==> src/hdl/cbx_pkg.sv <==
// Shared constants, opcodes and state types for the instruction execute block
package cbx_pkg;
  // ==========================================================
  // Widths
  localparam int PC_W = 21;
  localparam int ADDR_W = 12;
  // ==========================================================
  // Opcode fields
  localparam logic [3:0] OP_SKIP_SET = 4'ha;
  localparam logic [3:0] OP_TOGGLE = 4'h7;
  localparam logic [7:0] OP_BR_ZERO = 8'he0;
  localparam logic [7:0] OP_BR_OVF = 8'he4;
  localparam logic [6:0] OP_CALL = 7'h76;
  localparam logic [3:0] OP_SECOND = 4'hf;
  localparam logic [6:0] OP_CLEAR = 7'h35;
  localparam logic [15:0] OP_WDT_CLEAR = 16'h0004;
  // Other first words that take two program words
  localparam logic [3:0] OP_LONG_MOVE = 4'hc;
  localparam logic [6:0] OP_LONG_JUMP = 7'h77;
  // ==========================================================
  // Bank, program counter steps, clear and reset values
  localparam logic [3:0] ACCESS_LO_BANK = 4'h0;
  localparam logic [3:0] ACCESS_HI_BANK = 4'hf;
  localparam logic [PC_W-1:0] PC_STEP = 21'h000002;
  localparam logic [PC_W-1:0] RET_STEP = 21'h000004;
  localparam logic [7:0] CLEAR_VALUE = 8'h00;
  localparam logic [15:0] IR_RESET = 16'h0000;
  // ==========================================================
  // Types
  typedef enum logic [1:0] {CBX_Q1, CBX_Q2, CBX_Q3, CBX_Q4} cbx_phase_t;
  typedef enum logic [1:0] {CBX_EXEC, CBX_NOP, CBX_SKIP} cbx_state_t;
  typedef struct packed {
    cbx_state_t st;
    logic [15:0] ir;
    logic nop_pend;
    logic skip_pend;
    logic two_word;
    logic [ADDR_W-1:0] addr;
    logic rd;
    logic wr;
    logic [7:0] wdata;
    logic pc_load;
    logic [PC_W-1:0] pc_val;
    logic push;
    logic [PC_W-1:0] push_data;
    logic shadow_wr;
    logic [7:0] ws;
    logic [7:0] fs;
    logic [3:0] bs;
    logic z_set;
    logic wdt_clr;
    logic wdt_flags;
    logic discard;
  } cbx_exec_t;
endpackage : cbx_pkg

==> src/hdl/cbx_phase.sv <==
// Four-phase sequencer of the instruction cycle
`timescale 1ns/1ns
module cbx_phase (
  input wire logic mclk,
  input wire logic reset_n,
  output cbx_pkg::cbx_phase_t phase
);
  import cbx_pkg::*;

  cbx_phase_t phase_q;
  cbx_phase_t phase_d;

  always_comb begin
    case (phase_q)
      CBX_Q1: phase_d = CBX_Q2;
      CBX_Q2: phase_d = CBX_Q3;
      CBX_Q3: phase_d = CBX_Q4;
      CBX_Q4: phase_d = CBX_Q1;
      default: phase_d = CBX_Q1;
    endcase
  end

  always_ff @(posedge mclk) begin
    if (!reset_n) begin
      phase_q <= CBX_Q1;
    end else begin
      phase_q <= phase_d;
    end
  end

  assign phase = phase_q;
endmodule : cbx_phase

==> src/hdl/cbx_exec.sv <==
// Execute logic for bit test, toggle, branches, call, clear and watchdog clear
// How it works
// RULE_01: Taken skip over two-word instruction: two nops
// RULE_02: Skip-if-set discards next when bit one
// RULE_03: Toggle inverts selected bit, flags untouched
// RULE_04: Access bit zero picks access bank
// RULE_05: Overflow branch taken only when overflow set
// RULE_06: Zero branch taken only when zero set
// RULE_07: Target is instruction address plus 2+2n
// RULE_08: Taken branch adds one full nop cycle
// RULE_09: Call pushes its address plus four
// RULE_10: Fast call copies working, flags, bank
// RULE_11: Call literal loads program counter bits 20:1
// RULE_12: Call is two words, two cycles
// RULE_13: Clear writes zero and sets zero flag
// RULE_14: Watchdog clear resets counter and postscaler
// RULE_15: Watchdog clear sets both status bits
// RULE_16: Four phases; read in two, write in four
`timescale 1ns/1ns
module cbx_exec (
  input wire logic mclk,
  input wire logic reset_n,
  input wire logic [15:0] instr_word,
  input wire logic [cbx_pkg::PC_W-1:0] cur_pc,
  input wire logic overflow_flag,
  input wire logic zero_flag,
  input wire logic [7:0] working_register,
  input wire logic [7:0] status_register,
  input wire logic [3:0] bank_select,
  input wire logic [7:0] mem_rdata,
  output logic [cbx_pkg::ADDR_W-1:0] mem_addr,
  output logic mem_rd,
  output logic mem_wr,
  output logic [7:0] mem_wdata,
  output logic pc_load,
  output logic [cbx_pkg::PC_W-1:0] pc_value,
  output logic stack_push,
  output logic [cbx_pkg::PC_W-1:0] stack_top,
  output logic shadow_wr,
  output logic [7:0] working_shadow,
  output logic [7:0] flags_shadow,
  output logic [3:0] bank_select_shadow,
  output logic zero_set,
  output logic watchdog_clear,
  output logic watchdog_flags_set,
  output logic discard
);
  import cbx_pkg::*;

  cbx_phase_t phase;
  cbx_exec_t s_q;
  cbx_exec_t s_d;

  logic [15:0] iw;
  logic is_skip;
  logic is_toggle;
  logic is_clear;
  logic is_bz;
  logic is_bov;
  logic is_call;
  logic is_wdt;
  logic [7:0] bit_mask;
  logic [PC_W-1:0] br_offset;
  logic next_two_word;

  cbx_phase u_phase (
    .mclk(mclk),
    .reset_n(reset_n),
    .phase(phase)
  );

  // ==========================================================
  // Decode
  // The word is live on the input in Q1 and held in the register afterwards
  always_comb begin
    iw = (phase == CBX_Q1) ? instr_word : s_q.ir;
    is_skip = (iw[15:12] == OP_SKIP_SET);
    is_toggle = (iw[15:12] == OP_TOGGLE);
    is_clear = (iw[15:9] == OP_CLEAR);
    is_bz = (iw[15:8] == OP_BR_ZERO);
    is_bov = (iw[15:8] == OP_BR_OVF);
    is_call = (iw[15:9] == OP_CALL);
    is_wdt = (iw == OP_WDT_CLEAR);
    bit_mask = 8'h01 << iw[11:9];
    br_offset = {{(PC_W-9){iw[7]}}, iw[7:0], 1'b0};
    next_two_word = (instr_word[15:12] == OP_LONG_MOVE) ||
                    (instr_word[15:9] == OP_CALL) || (instr_word[15:9] == OP_LONG_JUMP);
  end

  // ==========================================================
  // Sequencer; every action is registered so it shows one phase later
  always_comb begin
    s_d = s_q;
    s_d.rd = 1'b0;
    s_d.wr = 1'b0;
    s_d.pc_load = 1'b0;
    s_d.push = 1'b0;
    s_d.shadow_wr = 1'b0;
    s_d.z_set = 1'b0;
    s_d.wdt_clr = 1'b0;
    s_d.wdt_flags = 1'b0;
    case (s_q.st)
      CBX_EXEC: begin
        case (phase) // RULE_16
          CBX_Q1: begin
            s_d.ir = instr_word;
            s_d.nop_pend = 1'b0;
            s_d.skip_pend = 1'b0;
            if (is_skip || is_toggle || is_clear) begin
              s_d.rd = 1'b1;
              // Access bank splits at 80h between bank 0 and bank 15
              if (!iw[8]) begin
                s_d.addr = {(iw[7] ? ACCESS_HI_BANK : ACCESS_LO_BANK), iw[7:0]}; // RULE_04
              end else begin
                s_d.addr = {bank_select, iw[7:0]}; // RULE_04
              end
            end
          end
          CBX_Q2: begin
            if (is_wdt) begin
              s_d.wdt_clr = 1'b1; // RULE_14
              s_d.wdt_flags = 1'b1; // RULE_15
            end
            if (is_call) begin
              s_d.push = 1'b1;
              s_d.push_data = cur_pc + RET_STEP; // RULE_09
              if (iw[8]) begin
                s_d.shadow_wr = 1'b1; // RULE_10
                s_d.ws = working_register;
                s_d.fs = status_register;
                s_d.bs = bank_select;
              end
            end
          end
          CBX_Q3: begin
            if (is_skip && ((mem_rdata & bit_mask) != 8'h00)) begin
              s_d.skip_pend = 1'b1; // RULE_02
            end
            if (is_toggle) begin
              s_d.wr = 1'b1;
              s_d.wdata = mem_rdata ^ bit_mask; // RULE_03
            end
            if (is_clear) begin
              s_d.wr = 1'b1;
              s_d.wdata = CLEAR_VALUE; // RULE_13
              s_d.z_set = 1'b1; // RULE_13
            end
            if ((is_bz && zero_flag) || (is_bov && overflow_flag)) begin // RULE_05 RULE_06
              s_d.pc_load = 1'b1;
              s_d.pc_val = cur_pc + PC_STEP + br_offset; // RULE_07
              s_d.nop_pend = 1'b1; // RULE_08
            end
            // Second call word must be on the instruction input by Q3
            if (is_call && instr_word[15:12] == OP_SECOND) begin
              s_d.pc_load = 1'b1;
              s_d.pc_val = {instr_word[11:0], iw[7:0], 1'b0}; // RULE_11
              s_d.nop_pend = 1'b1; // RULE_12
            end
          end
          CBX_Q4: begin
            if (s_q.skip_pend) begin
              s_d.st = CBX_SKIP;
              s_d.discard = 1'b1;
            end else if (s_q.nop_pend) begin
              s_d.st = CBX_NOP;
              s_d.discard = 1'b1;
            end
          end
          default: s_d.st = CBX_EXEC;
        endcase
      end
      CBX_SKIP: begin
        // The discarded word decides whether a second nop cycle follows
        if (phase == CBX_Q1) begin
          s_d.two_word = next_two_word;
        end
        if (phase == CBX_Q4) begin
          s_d.st = s_q.two_word ? CBX_NOP : CBX_EXEC; // RULE_01
          s_d.discard = s_q.two_word;
        end
      end
      CBX_NOP: begin
        if (phase == CBX_Q4) begin
          s_d.st = CBX_EXEC;
          s_d.discard = 1'b0;
        end
      end
      default: s_d.st = CBX_EXEC;
    endcase
  end

  always_ff @(posedge mclk) begin
    if (!reset_n) begin
      s_q <= '0;
      s_q.st <= CBX_EXEC;
      s_q.ir <= IR_RESET;
    end else begin
      s_q <= s_d;
    end
  end

  assign mem_addr = s_q.addr;
  assign mem_rd = s_q.rd;
  assign mem_wr = s_q.wr;
  assign mem_wdata = s_q.wdata;
  assign pc_load = s_q.pc_load;
  assign pc_value = s_q.pc_val;
  assign stack_push = s_q.push;
  assign stack_top = s_q.push_data;
  assign shadow_wr = s_q.shadow_wr;
  assign working_shadow = s_q.ws;
  assign flags_shadow = s_q.fs;
  assign bank_select_shadow = s_q.bs;
  assign zero_set = s_q.z_set;
  assign watchdog_clear = s_q.wdt_clr;
  assign watchdog_flags_set = s_q.wdt_flags;
  assign discard = s_q.discard;
endmodule : cbx_exec

==> config.mk <==
export PLATFORM = sky130hd
export DESIGN_NAME = cbx_exec
export DESIGN_NICKNAME = d
export VERILOG_FILES = /design/src/hdl/cbx_pkg.sv /design/src/hdl/cbx_phase.sv /design/src/hdl/cbx_exec.sv
export SDC_FILE = /design/constraint.sdc
export NUM_CORES = 1
export LEC_CHECK = 0
export BUFFER_PORTS_ARGS = -buffer_cell sky130_fd_sc_hd__buf_4
export CELL_PAD_IN_SITES_DETAIL_PLACEMENT = 0
export CELL_PAD_IN_SITES_GLOBAL_PLACEMENT = 2
export CORE_ASPECT_RATIO = 1.1
export CORE_MARGIN = 4
export CORE_UTILIZATION = 29
export CTS_CLUSTER_SIZE = 12
export DETAILED_ROUTE_END_ITERATION = 12
export GPL_TIMING_DRIVEN = 0
export PLACE_DENSITY = 0.83
export SYNTH_ARGS = -nofsm -noshare
export SYNTH_HDL_FRONTEND = slang
export SYNTH_HIERARCHICAL = 1
export SYNTH_SLANG_ARGS = --single-unit
==> constraint.sdc <==
create_clock -name mclk -period 3.55 [get_ports mclk]
set_clock_uncertainty 0.2 [all_clocks]
set_input_delay 0.71 -clock mclk [delete_from_list [all_inputs] [get_ports mclk]]
set_output_delay 0.71 -clock mclk [all_outputs]
set_load 0.05 [all_outputs]
==> summary.md <==
| Metric | Value |
|---|---|
| Status | completed |
| Internal | 3590 uW |
| Hold Path Stages | 2 |
| Switching part of the total | 36.0% |
| Worst-path fanout max | 9 |
| Crit-path max cell delay | 0.33 ns |
| Number of DRC markers in iteration 0 | 320 |
| Power Total | 5600 uW |
| Worst Setup Start Kind | flip-flop |
| Port Buffers | 159 |
| Sequential Power Share | 24.9% |
| Max-slew violations | 0 |
| Area delta synth->final | 39.9% |
| Largest net degree at the start of global routing | 17 |
| Top cells by area, synth | dfxtp_1 (33%), buf_4 (9.4%), ha_1 (8.7%) |
| Routed vias/inst | 4.73 |
| Routed wire per std cell | 16.3 um |
| Final Hold Fails | 0 |
| Fin util | 41.1% |
| # rows | 59 |
| Worst slew pin tran | 0.801 ns |
| Vias | 6230 |
| Top Family by Delay on Critical Path | compound AO/OA/AOI/OAI gates |
| Clk pwr share | 33.2% |
| Worst Setup SP | u_phase/phase[1] |
| Worst r2r dst | pc_value[17] |
| First-pass GRT wire length | 33.8 mm |
| Hold EP | pc_value[2] |
| Initial Utilization | 29.4% |
| Total routed wirelength | 21.5 mm |
| All-Layer GR Usage | 16.2% |
| Worst Setup End Kind | flip-flop |
| N_diodes | 0 |
| Die height | 170 um |
| Area share of the largest cell type after synthesis | 32.6% |
| Cts bufs inserted | 17 |
| Fmax | 293 MHz |
| P per Cell Area | 577 mW/mm^2 |
| # fillers | 2441 |
| Worst-path clk slew | 0.06 ns |
| Setup violators final | 0 |
| Global route overflow | 0 |
| DRC | 0 |
| CTS H-tree depth | 4 |
| EDFF count, synth | 0 |
| Combinational share of power | 41.8% |
| NetSw | 2010 uW |
| Worst r2r path cells | 15 |
| Worst rel slew slack | 46.6% |
| Gpl congestion | 0.822 |
| Period utilisation layout | 96.3% |
| Synth cell count leaders | dfxtp_1 (113), nor2_1 (110), buf_4 (87) |
| Final ANT Viol Nets | 0 |
| FFs w/ async S/R, synth | 0% |
| Core area | 0.0236 mm^2 |
| CTS tree | built |
| Vias in the first global route | 6410 |
| DRT Pass-1 Iters | 4 |
| Buf/Inv on CP | 5 |
| CP max stage cell | dfxtp_1 |
| Worst VDD drop | 0.000348 V |
| DIE AREA | 0.0265 mm^2 |
| Avg Inst Size Synth | 8.68 um^2 |
| Most frequent cell after synthesis | dfxtp_1 |
| Clk Latency, worst-skew pair | 0.43 ns |
| Synth Flop Type | dfxtp_1 |
| FF+latch count, synth | 113 |
| Mapped cell area | 0.00694 mm^2 |
| Hold Crit Start | pc_value[2] |
| Setup slack after layout | 0.133 ns |
| Post-synth top area cell | dfxtp_1 |
| Crit Path Category | flip-flop to flip-flop |
| Net count after synthesis | 917 |
| Leakage | 0.00418 uW |
| CP Data Required Time | 3.66 ns |
| Setup slack at placement | -0.965 ns |
| Arr. time, crit path | 3.52 ns |
| Clk sinks | 113 |
| CTS max path bufs | 2 |
| Mapped Cells | 799 |
| Crit path cell chain | buf_6, nor2_4, buf_8, mux2i_4, clkinvlp_4, buf_4, buf_4, ha_1, ha_4, a21oi_4, o21ai_0, a211o_1, a211oi_2, xor2_1, a211oi_1 |
| R2R setup slack | 0.13 ns |
| Boundary Pins | 160 |
| Reg2reg start | u_phase/phase[1] |
| Most used cell, CP | buf_4 |
| Root Driver | clkbuf_16 |
| Max Cap Viol | 0 |
| Antenna violations before repair | 0 |
| DP HPWL | 16.5 mm |
| Fraction of layout instances using a drive strength above 1 | 38.1% |
| Synth warnings | 6 |
| Tightest Hold Check Type | flip-flop to flip-flop |
| Final Critical Period | 3.42 ns |
| Final net count | 1116 |
| Sequential share of the synthesized area | 32.6% |
| Unique masters post-synth | 73 |
| Die W | 155 um |
[area by class of cell]
class / count / area (um^2) / share of cell area (%)
Multi-Input combinational cell: 544 / 4140 / 42.7
Sequential cell: 113 / 2260 / 23.3
Timing Repair Buffer: 182 / 1380 / 14.2
Buffer: 117 / 820 / 8.44
Clock buffer: 18 / 429 / 4.42
Tap cell: 305 / 382 / 3.93
Clock inverter: 14 / 201 / 2.08
Inverter: 23 / 90.1 / 0.928
[worst max path at each step]
stage | to | slack, ns | depth (start not counted)
after floorplan | pc_value[14] | 0.007 | 15
after global placement | pc_value[20] | -1.03 | 13
after detailed placement | pc_value[20] | -0.96 | 13
after CTS | pc_value[14] | 0.003 | 15
after global routing | pc_value[17] | -0.03 | 15
final | pc_value[17] | 0.13 | 15
[layer usage]
layer	part of all wire, %	vias to the layer above	wire, um	global-route usage, %
li1	-	3159	-	-
met1	43	2874	9240	19.6
met2	49	176	10400	27.8
met3	6.7	21	1450	4.86
met4	1.5	0	331	4.83
met5	0	-	0	0
[cell families after synthesis]
family | Yosys count | share of synthesized area [%]
buffers and inverters | 142 | 12.8
AO/OA/AOI/OAI | 170 | 17.4
AND/OR/NAND/NOR | 247 | 17.6
adder cells (fa/ha/maj) | 49 | 8.95
flip-flops | 113 | 32.6
multiplexers | 43 | 6.28
XOR/XNOR | 35 | 4.42
[stage by stage]
stage / instances / setup TNS (ns) / instance area [um^2] / hold slack (ns)
CTS: 1308 / 0 / 9460 / 0.259
global placement: 1263 / -10.04 / 8510 / 0.249
finish: 1316 / 0 / 9710 / 0.259
global route: 1316 / -0.0418 / 9710 / 0.286
detailed placement: 1263 / -9.52 / 8510 / 0.249
floorplan: 799 / 0 / 6940 / 0.226
[tightest hold or removal path: cells and delay by family (launching register included)]
family | cells | cell delay [ns]
flops | 1 | 0.31
simple gates | 1 | 0.05
compound gates | 1 | 0.05
[layout by cell type (no fill, tap or decap), drive strengths merged, types with 4 or more instances in the layout]
cell type,Yosys,final
a211oi,43,43
a21o,4,4
a21oi,43,43
a221oi,4,4
a22oi,22,22
and2,7,7
and3,7,7
buf,101,283
bufinv,0,4
clkbuf,18,34
clkinv,1,4
dfxtp,113,113
ha,48,48
inv,22,26
mux2i,42,42
nand2,49,49
nand2b,8,8
nand3,9,9
nand4,9,9
nor2,112,112
nor3,16,16
nor4,8,8
o211ai,6,6
o21a,7,7
o21ai,22,22
xnor2,22,22
xor2,13,13
[sequential cells by signal, summed over array words and instances, names as in the netlist, 2 cells and up]
| register | cells |
|---|---|
| working_shadow | 8 |
| flags_shadow | 8 |
| s_q | 21 |
| mem_addr | 12 |
| mem_wdata | 8 |
| stack_top | 21 |
| bank_select_shadow | 4 |
| pc_value | 21 |
| u_phase/phase | 2 |
[power groups by stage]
stage / Sequential (uW) / Clock, uW / Combinational, uW
4_1_cts: 1390 / 1900 / 2090
3_3_place_gp: 1410 / 0 / 1800
5_1_grt: 1400 / 1950 / 2560
6_report: 1400 / 1860 / 2340
3_5_place_dp: 1410 / 0 / 1800
2_1_floorplan: 1400 / 0 / 1300
[repair_timing]
item,CTS,global route
gates cloned,0,0
endpoints found under the setup margin,15,11
gates resized for setup,46,28
setup buffers,14,9
hold buffers,0,0
pin swaps,5,16
(Power assumes the default switching activity.)
